<file path="src/rail_seq_pkg.sv">
// Constants and timing for the three-rail power sequencer.
// Notes on behaviour
// - One enable input, three open-drain rail flags.
// - Release first, second, third, each after delay.
// - Power down reverses order: third, second, first.
// - Invert input flips active level of flags.
// - First step waits nine to ten ticks.
// - Later steps follow exactly eight ticks apart.
// - Flags stay inactive until enable first seen, except during reset with invert high (driven low).
// - Early enable loss clears counter, stays idle.
// - Enable loss mid power-up reverses released flags.
// - Invert low means active flag released high.
package rail_seq_pkg;
    localparam int          CLK_HZ            = 25000000;
    localparam int          TICK_PERIOD_US    = 1200;
    localparam int          TICK_CYCLES       = (CLK_HZ / 1000000) * TICK_PERIOD_US;
    localparam int          TICK_CNT_W        = 16;
    localparam logic [3:0]  FIRST_STEP_TICKS  = 4'h9;
    localparam logic [3:0]  NEXT_STEP_TICKS   = 4'h8;
    localparam logic [1:0]  STAGE_NONE        = 2'h0;
    localparam logic [1:0]  STAGE_ALL         = 2'h3;
    localparam logic [2:0]  RAIL_RESET        = 3'h0;
endpackage : rail_seq_pkg

</file>
<file path="src/rail_sequencer.sv">
// Three-rail power sequencer top with open-drain flag pins.
`timescale 1ns/1ns
`default_nettype none
module rail_sequencer #(
    parameter int TICK_CYCLES = rail_seq_pkg::TICK_CYCLES
) (
    input  wire logic       clk_sys_i,
    input  wire logic       srst_i,
    input  wire logic       enable_i,
    input  wire logic       flag_polarity_invert_i,
    input  wire logic [2:0] rail_release_i,
    output logic      [2:0] rail_release_o,
    output logic      [2:0] rail_release_oe_o
);
    import rail_seq_pkg::*;

    // ***************************************************
    // Tick divider and enable sampling.
    // ***************************************************
    logic       tick;
    logic       en_meta_q;
    logic       en_q;
    logic [3:0] cnt_q;
    logic [1:0] stage_q;
    logic [2:0] rail_on;
    logic       dir_q;
    logic       fresh_q;
    logic [1:0] stage_prev_q;
    logic [3:0] gap_q;

    seq_tick_gen #(.TICK_CYCLES(TICK_CYCLES)) u_tick (
        .clk_sys_i (clk_sys_i),
        .srst_i    (srst_i),
        .tick_o    (tick)
    );

    always_ff @(posedge clk_sys_i) begin
        if (srst_i) begin
            en_meta_q <= 1'b0;
            en_q      <= 1'b0;
        end else if (tick) begin
            en_meta_q <= enable_i;
            en_q      <= en_meta_q;
        end
    end

    // ***************************************************
    // Step counter and stage.
    // ***************************************************
    always_ff @(posedge clk_sys_i) begin
        if (srst_i) begin
            dir_q   <= 1'b0;
            fresh_q <= 1'b1;
            cnt_q   <= 4'h0;
            stage_q <= STAGE_NONE;
        end else if (tick) begin
            if (en_q != dir_q) begin
                // A turn restarts the count, and this tick is the first one counted, except a turn off at STAGE_NONE, which leaves the count at zero.
                dir_q   <= en_q;
                fresh_q <= 1'b1;
                if (en_q || stage_q != STAGE_NONE) begin
                    cnt_q <= 4'h1;
                end else begin
                    cnt_q <= 4'h0;
                end
            end else if (dir_q ? stage_q != STAGE_ALL : stage_q != STAGE_NONE) begin
                if (cnt_q + 4'h1 >= (fresh_q ? FIRST_STEP_TICKS - 4'h1
                                             : NEXT_STEP_TICKS)) begin
                    cnt_q   <= 4'h0;
                    fresh_q <= 1'b0;
                    if (dir_q) begin
                        stage_q <= stage_q + 2'h1;
                    end else begin
                        stage_q <= stage_q - 2'h1;
                    end
                end else begin
                    cnt_q <= cnt_q + 4'h1;
                end
            end else begin
                cnt_q   <= 4'h0;
                fresh_q <= 1'b1;
            end
        end
    end

    // ***************************************************
    // Flag pins.
    // ***************************************************
    always_comb begin
        rail_on = {stage_q == 2'h3, stage_q >= 2'h2, stage_q >= 2'h1};
    end

    genvar i;
    for (i = 0; i < 3; i++) begin : g_flag
        always_ff @(posedge clk_sys_i) begin
            if (srst_i) begin
                rail_release_o[i]    <= RAIL_RESET[i];
                rail_release_oe_o[i] <= 1'b1;
            end else begin
                rail_release_o[i]    <= 1'b0;
                rail_release_oe_o[i] <= !(rail_on[i] ^ flag_polarity_invert_i);
            end
        end

        AST_PIN_LOW: assert property (@(posedge clk_sys_i) disable iff (srst_i)
            rail_release_oe_o[i] |-> !rail_release_i[i])
            else $error("Pulled-down flag pin reads high.");

        AST_FLAG_POL: assert property (@(posedge clk_sys_i) disable iff (srst_i)
            ##1 rail_release_oe_o[i] == !($past(rail_on[i]) ^ $past(flag_polarity_invert_i)))
            else $error("Flag polarity wrong on one rail.");
    end

    // ***************************************************
    // Check helpers.
    // ***************************************************
    always_ff @(posedge clk_sys_i) begin
        if (srst_i) begin
            stage_prev_q <= STAGE_NONE;
        end else begin
            stage_prev_q <= stage_q;
        end
    end

    // Ticks since the last stage change or the last turn of direction.
    always_ff @(posedge clk_sys_i) begin
        if (srst_i) begin
            gap_q <= 4'h0;
        end else if (stage_q != stage_prev_q) begin
            gap_q <= 4'h0;
        end else if (tick && en_q != dir_q) begin
            gap_q <= 4'h0;
        end else if (tick && gap_q != 4'hf) begin
            gap_q <= gap_q + 4'h1;
        end
    end

    // ***************************************************
    // Sequence checks.
    // ***************************************************
    AST_UP_ORDER: assert property (@(posedge clk_sys_i) disable iff (srst_i)
        (stage_q != stage_prev_q && dir_q) |-> stage_q == stage_prev_q + 2'h1)
        else $error("Power up step out of order.");
    AST_DOWN_ORDER: assert property (@(posedge clk_sys_i) disable iff (srst_i)
        (stage_q != stage_prev_q && !dir_q) |-> stage_q == stage_prev_q - 2'h1)
        else $error("Power down step out of order.");
    AST_TURN_HOLD: assert property (@(posedge clk_sys_i) disable iff (srst_i)
        (tick && en_q != dir_q) |=> $stable(stage_q))
        else $error("Stage moved on a turn of direction.");
    AST_TURN_FRESH: assert property (@(posedge clk_sys_i) disable iff (srst_i)
        (tick && en_q != dir_q) |=> fresh_q)
        else $error("Turn did not restart the first delay.");
    AST_CNT_IDLE: assert property (@(posedge clk_sys_i) disable iff (srst_i)
        (tick && !en_q && stage_q == STAGE_NONE) |=> cnt_q == 4'h0)
        else $error("Counter not cleared while idle.");
    AST_ALL_HOLD: assert property (@(posedge clk_sys_i) disable iff (srst_i)
        (en_q && stage_q == STAGE_ALL) |=> stage_q == STAGE_ALL)
        else $error("Full power left while enabled.");
    AST_LADDER_HI: assert property (@(posedge clk_sys_i) disable iff (srst_i)
        rail_on[2] |-> rail_on[1])
        else $error("Third rail on without second.");
    AST_LADDER_LO: assert property (@(posedge clk_sys_i) disable iff (srst_i)
        rail_on[1] |-> rail_on[0])
        else $error("Second rail on without first.");

    // ***************************************************
    // Timing checks.
    // ***************************************************
    AST_GAP_FIRST: assert property (@(posedge clk_sys_i) disable iff (srst_i)
        (stage_q != stage_prev_q && $past(fresh_q)) |-> gap_q == FIRST_STEP_TICKS - 4'h2)
        else $error("First step delay wrong.");
    AST_GAP_NEXT: assert property (@(posedge clk_sys_i) disable iff (srst_i)
        (stage_q != stage_prev_q && !$past(fresh_q)) |-> gap_q == NEXT_STEP_TICKS)
        else $error("Later step delay wrong.");
    AST_TICK_PULSE: assert property (@(posedge clk_sys_i) disable iff (srst_i)
        tick |=> !tick)
        else $error("Tick longer than one cycle.");
    AST_DIR_FOLLOWS: assert property (@(posedge clk_sys_i) disable iff (srst_i)
        tick |=> dir_q == $past(en_q))
        else $error("Direction missed the sampled enable.");
    AST_RESET_EXIT: assert property (@(posedge clk_sys_i)
        $fell(srst_i) |-> rail_release_oe_o == 3'h7)
        else $error("Flags not inactive out of reset.");

    // ***************************************************
    // Checks.
    // ***************************************************
    AST_IDLE_LOW: assert property (@(posedge clk_sys_i) disable iff (srst_i)
        (!en_q && stage_q == STAGE_NONE) |=> $stable(stage_q))
        else $error("Stage moved while idle.");
    AST_STEP_ONE: assert property (@(posedge clk_sys_i) disable iff (srst_i)
        (stage_q != $past(stage_q)) |-> (stage_q - $past(stage_q) == 2'h1
         || $past(stage_q) - stage_q == 2'h1))
        else $error("Stage skipped a step.");
    AST_DRIVE_LOW: assert property (@(posedge clk_sys_i) disable iff (srst_i)
        rail_release_o == 3'h0)
        else $error("Flag driven high.");
    AST_CNT_RANGE: assert property (@(posedge clk_sys_i) disable iff (srst_i)
        cnt_q < NEXT_STEP_TICKS)
        else $error("Step counter overran.");
    AST_POL: assert property (@(posedge clk_sys_i) disable iff (srst_i)
        ##1 rail_release_oe_o[0] == !($past(rail_on[0]) ^ $past(flag_polarity_invert_i)))
        else $error("Flag polarity wrong.");
    AST_NO_EARLY: assert property (@(posedge clk_sys_i) disable iff (srst_i)
        (stage_q == STAGE_NONE) |-> !rail_on[0])
        else $error("Flag released while idle.");
    AST_TICK_ONLY: assert property (@(posedge clk_sys_i) disable iff (srst_i)
        !tick |=> $stable(stage_q))
        else $error("Stage moved without tick.");
    AST_SYNC: assert property (@(posedge clk_sys_i) disable iff (srst_i)
        !tick |=> $stable(en_q))
        else $error("Enable sampled off tick.");
endmodule : rail_sequencer
`default_nettype wire

</file>
<file path="src/seq_tick_gen.sv">
// Divider making the one-cycle internal sequencing tick.
`timescale 1ns/1ns
`default_nettype none
module seq_tick_gen #(
    parameter int TICK_CYCLES = 30000
) (
    input  wire logic clk_sys_i,
    input  wire logic srst_i,
    output logic      tick_o
);
    import rail_seq_pkg::*;
    logic [TICK_CNT_W-1:0] cnt_q;
    localparam logic [TICK_CNT_W-1:0] LAST = TICK_CNT_W'(TICK_CYCLES - 1);

    always_ff @(posedge clk_sys_i) begin
        if (srst_i || cnt_q == LAST) begin
            cnt_q <= '0;
        end else begin
            cnt_q <= cnt_q + 1'b1;
        end
    end

    always_ff @(posedge clk_sys_i) begin
        tick_o <= !srst_i && (cnt_q == LAST);
    end
endmodule : seq_tick_gen
`default_nettype wire

</file>
<file path="config.mk">
export PLATFORM = sky130hd
export DESIGN_NAME = rail_sequencer
export DESIGN_NICKNAME = d
export VERILOG_FILES = /design/src/rail_seq_pkg.sv /design/src/rail_sequencer.sv /design/src/seq_tick_gen.sv
export SDC_FILE = /design/constraint.sdc
export NUM_CORES = 1
export LEC_CHECK = 0
export ABC_AREA = 1
export BUFFER_PORTS_ARGS = -buffer_cell sky130_fd_sc_hd__buf_4
export CORE_ASPECT_RATIO = 0.9
export CORE_MARGIN = 1.5
export CORE_UTILIZATION = 35
export DETAILED_ROUTE_END_ITERATION = 8
export PLACE_DENSITY_LB_ADDON = 0.2
export REMOVE_ABC_BUFFERS = 1
export SLEW_MARGIN = 25
export SYNTH_ARGS = -nofsm -noshare
export SYNTH_HDL_FRONTEND = slang
export SYNTH_SLANG_ARGS = --single-unit
</file>
<file path="constraint.sdc">
create_clock -name clk_sys_i -period 3.4 [get_ports clk_sys_i]
set_input_delay 0 -clock clk_sys_i [delete_from_list [all_inputs] [get_ports clk_sys_i]]
set_output_delay 0 -clock clk_sys_i [all_outputs]
set_load 0.02 [all_outputs]
</file>
# Word level (Yosys, flattened, before mapping)
# Index checks and enable logic that the tools add are counted.
# word_totals
inputBits	7
output_inout_bits	6
regBits	29
# op_classes
n_mux	6
n_addsub	4
n_lt_le_gt_ge	3
n_eq_ne	4
n_bitwise	4
n_reduce_logical	10
# ops
op	count
adder 16 x 1 -> 16 bit, second input constant	1
== test 16 x 15 -> 1 bit, second input constant	1
2-to-1 mux 4 bit	3
adder 4 x 1 -> 4 bit, second input constant	1
greater-or-equal comparator 4 bit, second input constant	1
zero test 1 bit	4
AND reduction 4 bit	1
bitwise XOR 1 bit	3
adder 2 x 1 -> 2 bit, second input constant	1
== test 2 bit, second input constant	1
greater-or-equal comparator 2 x 1 -> 1 bit, second input constant	1
greater-or-equal comparator 2 bit, second input constant	1
logical OR 1 bit	2
2-to-1 mux 1 bit	2
2-to-1 mux 2 bit	1
!= test 2 bit, second input constant	1
AND reduction 2 bit	1
nonzero test 2 bit	1
subtractor 2 x 1 -> 2 bit, second input constant	1
logical AND 1 bit	1
!= test 1 bit	1
NOT 1 bit	1

# Longest topological paths before layout
# Gate-level depths: netlist (run 1).
# depth
word_depth	5
ltp_mapped	9
ltp_nobuf	9

# Hierarchy
# A second synthesis (run 1) with hierarchy kept.
# unflattened
cells_unflattened	218
area_unflattened_um2	1541.5
# by_module_without_submodules
module	n_inst	area_each_um2	seq_area_each_um2	cells_each
seq_tick_gen	1	933.4	340.3	136
rail_sequencer	1	608.1	240.2	82

# Least setup slack after synthesis (run 1)
# Ideal clock, no wire load.
# synth_timing
path_type	reg-to-reg
from	register u_tick.cnt_q[0]
to	register u_tick.cnt_q[8]
required_time_ns	3.286
path_buffers	1
synth_period_minus_slack_ns	1.221
path_stages_with_launch	8
setup_time_ns	0.114
setup_slack_ns	2.179
arrival_time_ns	1.106
path_cell_list	dfxtp_1 -> ha_1 -> nand3_1 -> nor2_1 -> nand2_1 -> nand2_2 -> buf_6 -> nor2_1
# synth_via
elab_chain_cells	2
elab_cells_between_ends	3
classes_between	add/sub: 1; eq/ne: 1; reduce/logical: 1
# synth_rtl
item	line_no	source
from (decl)	seq_tick_gen.sv:12	logic [TICK_CNT_W-1:0] cnt_q;
from (signal assigned)	seq_tick_gen.sv:19	cnt_q <= cnt_q + 1'b1;
branches (longest 2 deep; another with adder 16 x 1 -> 16 bit)	--	
# Several ways; the timed one is not identified.
# A chain may end at the register's enable or synchronous reset.

# Worst setup path after layout (run 1)
# layout_timing
from	register stage_q[0]
to	register rail_release_oe_o[2]
# layout_via
elab_chain_cells	3
# layout_rtl
item	line_no	source
from (decl)	rail_sequencer.sv:24	logic [1:0] stage_q;
from (signal assigned)	rail_sequencer.sv:72	stage_q <= stage_q + 2'h1;
from (signal assigned)	rail_sequencer.sv:74	stage_q <= stage_q - 2'h1;
== test 2 bit	rail_sequencer.sv:90	rail_on = {stage_q == 2'h3, stage_q >= 2'h2, stage_q >= 2'h1};
bitwise XOR 1 bit	rail_sequencer.sv:101	rail_release_oe_o[i] <= !(rail_on[i] ^ flag_polarity_invert_i);
zero test 1 bit	rail_sequencer.sv:101	
to (signal, indexed assignment)	rail_sequencer.sv:101	
to (decl)	rail_sequencer.sv:13	output logic [2:0] rail_release_oe_o
# No other way between the ends.

==> results.yml, run 1 <==
run_status:
  status: "finished, final reports clean"
pwr:
  p_per_area_nw_per_um2: 403.9
  peakVddDrop_mv: 0.1452
  p_seq_share_pct: 50.5
  power.switching_uw: 150.3
  power_frac_clock_pct: 45.3
  p_comb_share_pct: 4.2
  internal-power_uw: 539.5
  power_uw: 689.9
  switching_share_pct: 21.79
  p_leak_nw: 0.6539
routing:
  antenna_left: 0
  firstDrtPassIters: 4
  route.vias.total: 1286
  wire_per_inst_um: 10.05
  vias_per_cell: 4.609
  drc: 0
  drt_wl_total_um: 2803
  first_iter_violations: 61
global_route:
  track_usage_pct: 14.05
  grt_pass1_wl_um: 5057
  grt_max_degree: 16
  antenna_found_initial: 0
  grt_pass1_vias: 1158
  overflow: 0
timing:
  finalCritPeriodShare_pct: 42.53
  setup-tns-final_ps: 0
  slew_viol_final: 0
  hold_violations: 0
  finalCriticalPeriod_ps: 1446
  setup_viol: 0
  setup_ws_ps: 1954
  clock_skew_ps: 7.392
  max_freq_ghz: 0.6915
  rsz0062_at_grt: "false"
cts:
  numCtsBuffers: 5
  cts_tree: "built"
  clock_latency_ps: 280
  postCtsSetupRepairBufs: 0
  htreeDepth: 2
  root_buffer: "clkbuf_8"
  clkTransAtPathRegs_ps: 70
  cts_sinks: 29
  cts_resized: 0
  clockBufferDepth: 2
setup_path:
  path_max_fanout: 4
  endpoint_kind: "flip-flop"
  critPathKind: "reg -> reg"
  worstPathRequired_ps: 3570
  worstSetupStartpointType: "flip-flop"
  crit_arrival_ps: 1610
logic_synthesis:
  ys_seq_area_share_pct: 38.83
  netlist_area_um2: 1495
  avgSynthCellArea_um2: 6.890
  yosys_warnings: 0
  netlist_instances: 217
  synth_cell_type_count: 21
  ys_ff_latch: 29
place:
  pre_cts_ws_ps: 1949
  dpl.hpwl_um: 2032
  dpl_cell_area_um2: 1567
  gp_congestion: 0.7697
  port_buffers: 6
die:
  start_util_pct: 36.46
  core-area_um2: 4101
  die_h_um: 65.01
  rows: 22
  die_area_um2: 4674
  io_pins: 13
  die_w_um: 71.90
finish:
  syn_to_final_growth_pct: 14.23
  nets: 242
  finalInstanceArea_um2: 1708
  drive_gt1_share_pct: 8.225
  diodes: 0
hold_path:
  min-delay-path-class: "reg -> reg"
job:
  maxCapViolations: 0
[synthesized netlist by cell type]
library cell,count,area (um^2)
nor2_1,45,168.9
nand2_1,38,142.6
dfxtp_1,29,580.6
inv_1,27,101.4
nand3_1,14,70.07
nand4_1,12,75.07
a21oi_1,11,55.05
o21ai_0,11,55.05
ha_1,5,62.56
xor2_1,5,43.79
buf_4,3,22.52
nor3_1,3,15.01
clkbuf_1,2,7.510
nand2_2,2,12.51
nand3b_1,2,15.01
nor2_4,2,22.52
xnor2_1,2,17.52
a31oi_1,1,6.260
buf_6,1,11.26
conb_1,1,3.750
or2_2,1,6.260
[registers in the layout, summed over array words and instances (netlist names)]
| register | cells |
|---|---|
| en_meta_q | 1 |
| u_tick.cnt_q | 16 |
| en_q | 1 |
| dir_q | 1 |
| u_tick.tick_o | 1 |
| cnt_q | 4 |
| stage_q | 2 |
| rail_release_oe_o | 3 |
[cell usage in the layout, fill, tap and decap left out, drive strengths merged]
master	count
nor3	3
nand3b	2
inv	27
clkbuf	7
ha	5
nand4	12
or2	1
xor2	5
dfxtp	29
dlygate4sd3	4
xnor2	2
nand2	40
conb	3
nand3	14
o21ai	11
a21oi	11
clkinv	1
nor2	47
buf	6
a31oi	1
[path summary, 6_finish.rpt]
| path | startpoint | end | slack, ps | cells after the start |
|---|---|---|---|---|
| setup / recovery | stage_q[0]$_SDFFE_PP0P_ | rail_release_oe_o[2]$_SDFF_PP1_ | 1950 | 4 |
| hold / removal | u_tick.cnt_q[15]$_SDFF_PP0_ | u_tick.cnt_q[15]$_SDFF_PP0_ | 460 | 2 |
| setup reg to reg | stage_q[0]$_SDFFE_PP0P_ | rail_release_oe_o[2]$_SDFF_PP1_ | 1950 | 4 |
| hold reg to reg | u_tick.cnt_q[15]$_SDFF_PP0_ | u_tick.cnt_q[15]$_SDFF_PP0_ | 460 | 2 |
[layer usage]
metal,global-route usage [%],vias to the layer above,share of wire [%]
met5,0,-,0
li1,-,714,-
met1,18.30,550,53
met2,20.95,15,42
met4,7.075,0,2.1
met3,4.199,7,3.2
[area by class of cell]
cell class | count | area, um^2
clock buffers | 7 | 96.34
clock inverters | 1 | 5.005
fillers | 431 | 2394
inverters | 27 | 101.3
multi-input cells | 157 | 779.5
flip-flops and latches | 29 | 580.6
well taps | 48 | 60.06
repair buffers | 10 | 85.08
[critical path, stage by stage (launching register included)]
cell,delay [ps]
dfxtp_1,340
ha_1,230
a21oi_1,110
o21ai_0,90
dlygate4sd3_1,560
[per-stage QoR]
step | hold slack, ps | std cells | utilization [%]
after floorplan | 72.38 | 213 | -
after global placement | 225.5 | 267 | 38.19
after detailed placement | 226.4 | 267 | 38.19
after CTS | 465.3 | 279 | 41.64
after global routing | 477.5 | 279 | 41.64
final | 460.7 | 279 | 41.64
[timing repair]
action,CTS,global route
endpoints found under the hold margin,7,0
hold buffers,4,0
setup endpoints to repair,0,0
[power by group through the flow]
| stage | clock network [mW] | registers [mW] | logic, mW |
|---|---|---|---|
| 6_report | 0.312 | 0.348 | 0.0293 |
| 5_1_grt | 0.344 | 0.349 | 0.0335 |
| 4_1_cts | 0.327 | 0.348 | 0.0297 |
| 3_5_place_dp | 0 | 0.356 | 0.0260 |
| 3_3_place_gp | 0 | 0.356 | 0.0261 |
| 2_1_floorplan | 0 | 0.358 | 0.0138 |
[cell families (layout without fill, tap and decap cells)]
family	Yosys count	in the layout	synth area share (%)
simple gates	119	119	35.31
buf+inv	33	45	9.540
flops	29	29	38.83
compound gates	23	23	7.782
xor+xnor	7	7	4.100
fa+ha+maj	5	5	4.184
other cells	1	3	0.2508
(Power assumes the default switching activity.)
==> inputs of run 2 (changes only) <==
- clock period: 3.4 -> 1.2 ns (I/O delays scaled with it)
==> results.yml, run 2 (synthesized netlist as in run 1, its figures left out) <==
finish:
  drive_gt1_share_pct: 31.91
  largest_reg_flops: 16
  top_register: "u_tick.cnt_q"
  final_cell_mix: "nor2_1 (39), nand2_1 (32), buf_4 (30), inv_1 (24), dfxtp_1 (17)"
  finalInstanceArea_um2: 2071
  nets: 268
  syn_to_final_growth_pct: 38.49
  reg_top3: "u_tick.cnt_q x16, cnt_q x4, rail_release_oe_o x3"
  layout.cells.non_filler: 305
  final_common_cell: "nor2_1"
  diodes: 0
setup_path:
  path_max_fanout: 3
  crit_arrival_ps: 1360
  reg2reg_depth: 6
  timing.rr.end: "stage_q[1]$_SDFFE_PP0P_"
  endpoint_kind: "flip-flop"
  r2r_start: "stage_q[0]$_SDFFE_PP0P_"
  crit_path_start: "stage_q[0]$_SDFFE_PP0P_"
  critPathMaxStageDelay_ps: 370
  crit_chain: "inv_2 -> ha_4 -> xor2_2 -> nand4_1 -> nand2_1 -> nor2_1"
  ff2ff_setup_slack_ps: 20
  crit_family: "flip-flops"
  worstSetupStartpointType: "flip-flop"
  worstPathRequired_ps: 1380
  critPathKind: "reg -> reg"
  crit_buf_inv: 1
  cp_slowest_cell: "dfxtp_4"
timing:
  finalCritPeriodShare_pct: 98.73
  clock_skew_ps: 7.977
  hold_ws_ps: 462.2
  setup_viol: 0
  finalCriticalPeriod_ps: 1185
  rsz0062_at_grt: "true"
  slew_viol_final: 0
  max_freq_ghz: 0.8440
  hold_violations: 0
hold_path:
  min_from: "u_tick.cnt_q[15]$_SDFF_PP0_"
  min-delay-path-class: "reg -> reg"
  whs_path_depth: 2
  hold_end: "u_tick.cnt_q[15]$_SDFF_PP0_"
die:
  rows: 22
  die_w_um: 71.90
  core-area_um2: 4101
  die_area_um2: 4674
  die_h_um: 65.01
  io_pins: 13
  start_util_pct: 36.46
cts:
  cts_tree: "built"
  clockBufferDepth: 2
  root_buffer: "clkbuf_8"
  numCtsBuffers: 5
  clkTransAtPathRegs_ps: 60
  cts_sinks: 29
  htreeDepth: 2
  clock_latency_ps: 280
global_route:
  overflow: 0
  grt_max_degree: 15
  track_usage_pct: 14.97
  grt_pass1_wl_um: 5430
  antenna_found_initial: 0
  grt_pass1_vias: 1254
routing:
  vias_per_cell: 4.692
  drc: 0
  wire_per_inst_um: 10.97
  first_iter_violations: 64
  antenna_left: 0
  route.vias.total: 1431
  drt_wl_total_um: 3347
  firstDrtPassIters: 4
pwr:
  power_mw: 1.998
  p_per_area_nw_per_um2: 965.0
  peakVddDrop_mv: 0.6243
  p_leak_nw: 0.8242
job:
  maxCapViolations: 0
place:
  port_buffers: 6
  dpl_cell_area_um2: 1759
  dpl.hpwl_um: 2264
  gp_congestion: 0.8350
  place_inst: 291
run_status:
  status: "finished, final reports clean"
==> run 2: stage by stage <==
stage / setup TNS (ps) / util, % / worst slack, ps
after floorplan: -28.45 / - / -11.66
after global placement: -740.4 / 42.89 / -53.62
after detailed placement: -1190 / 42.89 / -85.42
after CTS: -235.8 / 46.80 / -24.91
after global routing: -460.9 / 50.49 / -56.33
final: 0 / 50.49 / 15.21
==> run 2: what timing repair did <==
action,CTS,global route
resized for setup,9,38
hold buffers,3,0
hold endpoints to repair,6,0
endpoints found under the setup margin,21,22
setup buffers,1,1
cloned,0,1
pin swaps,4,15
==> run 2: worst reg2reg max path, cell delays in order, from the launching register on <==
cell     delay (ps)
dfxtp_4         370
inv_2            50
ha_4            270
xor2_2          160
nand4_1         120
nand2_1          80
nor2_1           40
==> run 2: worst max-delay path by stage <==
stage,end,slack [ps],depth (start not counted)
global placement,u_tick.cnt_q[7]$_SDFF_PP0_,-50,7
global route,stage_q[1]$_SDFFE_PP0P_,-60,9
finish,stage_q[1]$_SDFFE_PP0P_,20,6
detailed placement,stage_q[1]$_SDFFE_PP0P_,-90,9
floorplan,stage_q[1]$_SDFFE_PP0P_,-10,9
CTS,u_tick.cnt_q[10]$_SDFF_PP0_,-20,7
==> run 2: layer usage <==
metal  track usage [%]  wire length [um]  share of wire, %
met5                 0                 0                 0
met3             4.666               137               4.1
met4             5.660                47               1.4
met2             21.30              1407                42
met1             20.95              1754                52
==> run 2: area by class of cell <==
cell class / count / area, um^2
multi-input combinational: 157 / 893.4
tap: 48 / 60.06
clock inverter: 1 / 5.005
sequential: 29 / 600.6
fill: 388 / 2031
timing repair buffer: 36 / 311.5
inverter: 27 / 103.9
clock buffer: 7 / 96.34
==> run 2: where the power goes <==
group	internal, mW	switching (mW)	total [mW]
logic	0.0639	0.0613	0.125
registers	0.974	0.0117	0.986
clock network	0.517	0.370	0.887
==> inputs of run 3 (changes only) <==
- CORE_MARGIN: 1.5 -> 2
==> results.yml, run 3 (synthesized netlist as in run 1, its figures left out) <==
place:
  gp_congestion: 0.8300
  pre_cts_ws_ps: -77.60
  dpl.hpwl_um: 2260
  port_buffers: 6
setup_path:
  critPathKind: "reg -> reg"
  crit_arrival_ps: 1460
  reg2reg_depth: 6
  worstSetupStartpointType: "flip-flop"
  crit_path_start: "u_tick.cnt_q[0]$_SDFF_PP0_"
  r2r_start: "u_tick.cnt_q[0]$_SDFF_PP0_"
  path_max_fanout: 6
  endpoint_kind: "flip-flop"
  worstPathRequired_ps: 1410
routing:
  first_iter_violations: 108
  wire_per_inst_um: 11.01
  drc: 0
  antenna_left: 0
  firstDrtPassIters: 4
  route.vias.total: 1454
  drt_wl_total_um: 3435
  vias_per_cell: 4.660
cts:
  clkTransAtPathRegs_ps: 60
  numCtsBuffers: 5
  clock_latency_ps: 280
  htreeDepth: 2
  root_buffer: "clkbuf_8"
  cts_tree: "built"
  clockBufferDepth: 2
  cts_sinks: 29
global_route:
  grt_pass1_wl_um: 5775
  antenna_found_initial: 0
  track_usage_pct: 15.52
  overflow: 0
  grt_pass1_vias: 1289
  grt_max_degree: 9
die:
  rows: 22
  io_pins: 13
  die_h_um: 66.01
  start_util_pct: 36.46
  core-area_um2: 4101
  die_area_um2: 4811
  die_w_um: 72.90
timing:
  hold_violations: 0
  finalCritPeriodShare_pct: 104.0
  clock_skew_ps: 11.31
  setup_viol: 16
  slew_viol_final: 0
  finalCriticalPeriod_ps: 1248
  hold_ws_ps: 456.4
  max_freq_ghz: 0.8013
  rsz0062_at_grt: "true"
  setup_ws_ps: -47.97
finish:
  top_register: "u_tick.cnt_q"
  final_common_cell: "nor2_1"
  final_cell_mix: "nor2_1 (39), nand2_1 (34), buf_4 (33), inv_1 (24), dfxtp_1 (22)"
  diodes: 0
  reg_top3: "u_tick.cnt_q x16, cnt_q x4, rail_release_oe_o x3"
  syn_to_final_growth_pct: 40.84
  largest_reg_flops: 16
  nFillCells: 391
  drive_gt1_share_pct: 29.92
  nets: 275
hold_path:
  min_from: "u_tick.cnt_q[15]$_SDFF_PP0_"
  min-delay-path-class: "reg -> reg"
  whs_path_depth: 2
pwr:
  p_leak_nw: 0.8501
  peakVddDrop_mv: 0.4489
  p_per_area_nw_per_um2: 904.6
job:
  maxCapViolations: 0
run_status:
  violations: "setup timing"
  status: "complete, but fails checks"
[run 3: cell types whose count changed in the layout (fill, tap and decap cells not counted), moves of 3 or more]
cell      delta
buf_4        +3
buf_6        +3
dfxtp_1      +5
clkbuf_1     +3
dfxtp_2      -4
[run 3: per-layer routing]
metal	wire length [um]	up-vias	share of wire, %	track usage, %
met3	156	4	4.5	4.573
met2	1483	31	43	22.95
met4	34	0	0.99	4.861
li1	-	784	-	-
met5	0	-	0	0
met1	1761	635	51	21.58
[run 3: critical path: stages (launching register included)]
cell and delay, ps:
dfxtp_2 350, ha_4 170, nand2_1 90, nor2_4 230, buf_6 130, nand4_1 90
a21oi_2 140
[run 3: timing repair]
action / CTS / global route
gates cloned: 1 / 0
resized for setup: 15 / 27
hold buffers: 3 / 0
endpoints found under the hold margin: 6 / 0
pin swaps: 6 / 12
setup buffers: 4 / 5
setup endpoints to repair: 21 / 22
[run 3: where the power goes]
part	total (mW)	leakage, nW	switching [mW]	internal, mW
Clock	0.768	0.0395	0.356	0.411
Sequential	0.988	0.238	0.0125	0.976
Combinational	0.149	0.572	0.0678	0.0809
Total	1.90	0.850	0.437	1.47
[run 3: area by class of cell]
class | instances | area [um^2] | area share (%)
clock buffer | 8 | 80.08 | 3.803
inverter | 27 | 101.3 | 4.813
multi-input combinational | 157 | 882.1 | 41.89
sequential | 29 | 591.8 | 28.10
tap | 48 | 60.06 | 2.852
timing repair buffer | 43 | 390.4 | 18.54
[run 3: path summary, 6_finish.rpt]
kind                                       to  slack, ps
setup / recovery  u_tick.cnt_q[14]$_SDFF_PP0_        -50
hold / removal    u_tick.cnt_q[15]$_SDFF_PP0_        460
setup reg to reg  u_tick.cnt_q[14]$_SDFF_PP0_        -50
hold reg to reg   u_tick.cnt_q[15]$_SDFF_PP0_        460
[run 3: per-stage QoR]
step / setup TNS [ps] / instances / power (mW) / utilization (%) / instance area, um^2
after floorplan: -28.45 / 213 / 1.052 / - / 1461
after global placement: -715.6 / 291 / 1.111 / 42.89 / 1759
after detailed placement: -1048 / 291 / 1.110 / 42.89 / 1759
after CTS: -515.5 / 307 / 1.912 / 48.26 / 1979
after global routing: -1705 / 312 / 1.992 / 51.34 / 2106
final: -575.9 / 312 / 1.905 / 51.34 / 2106
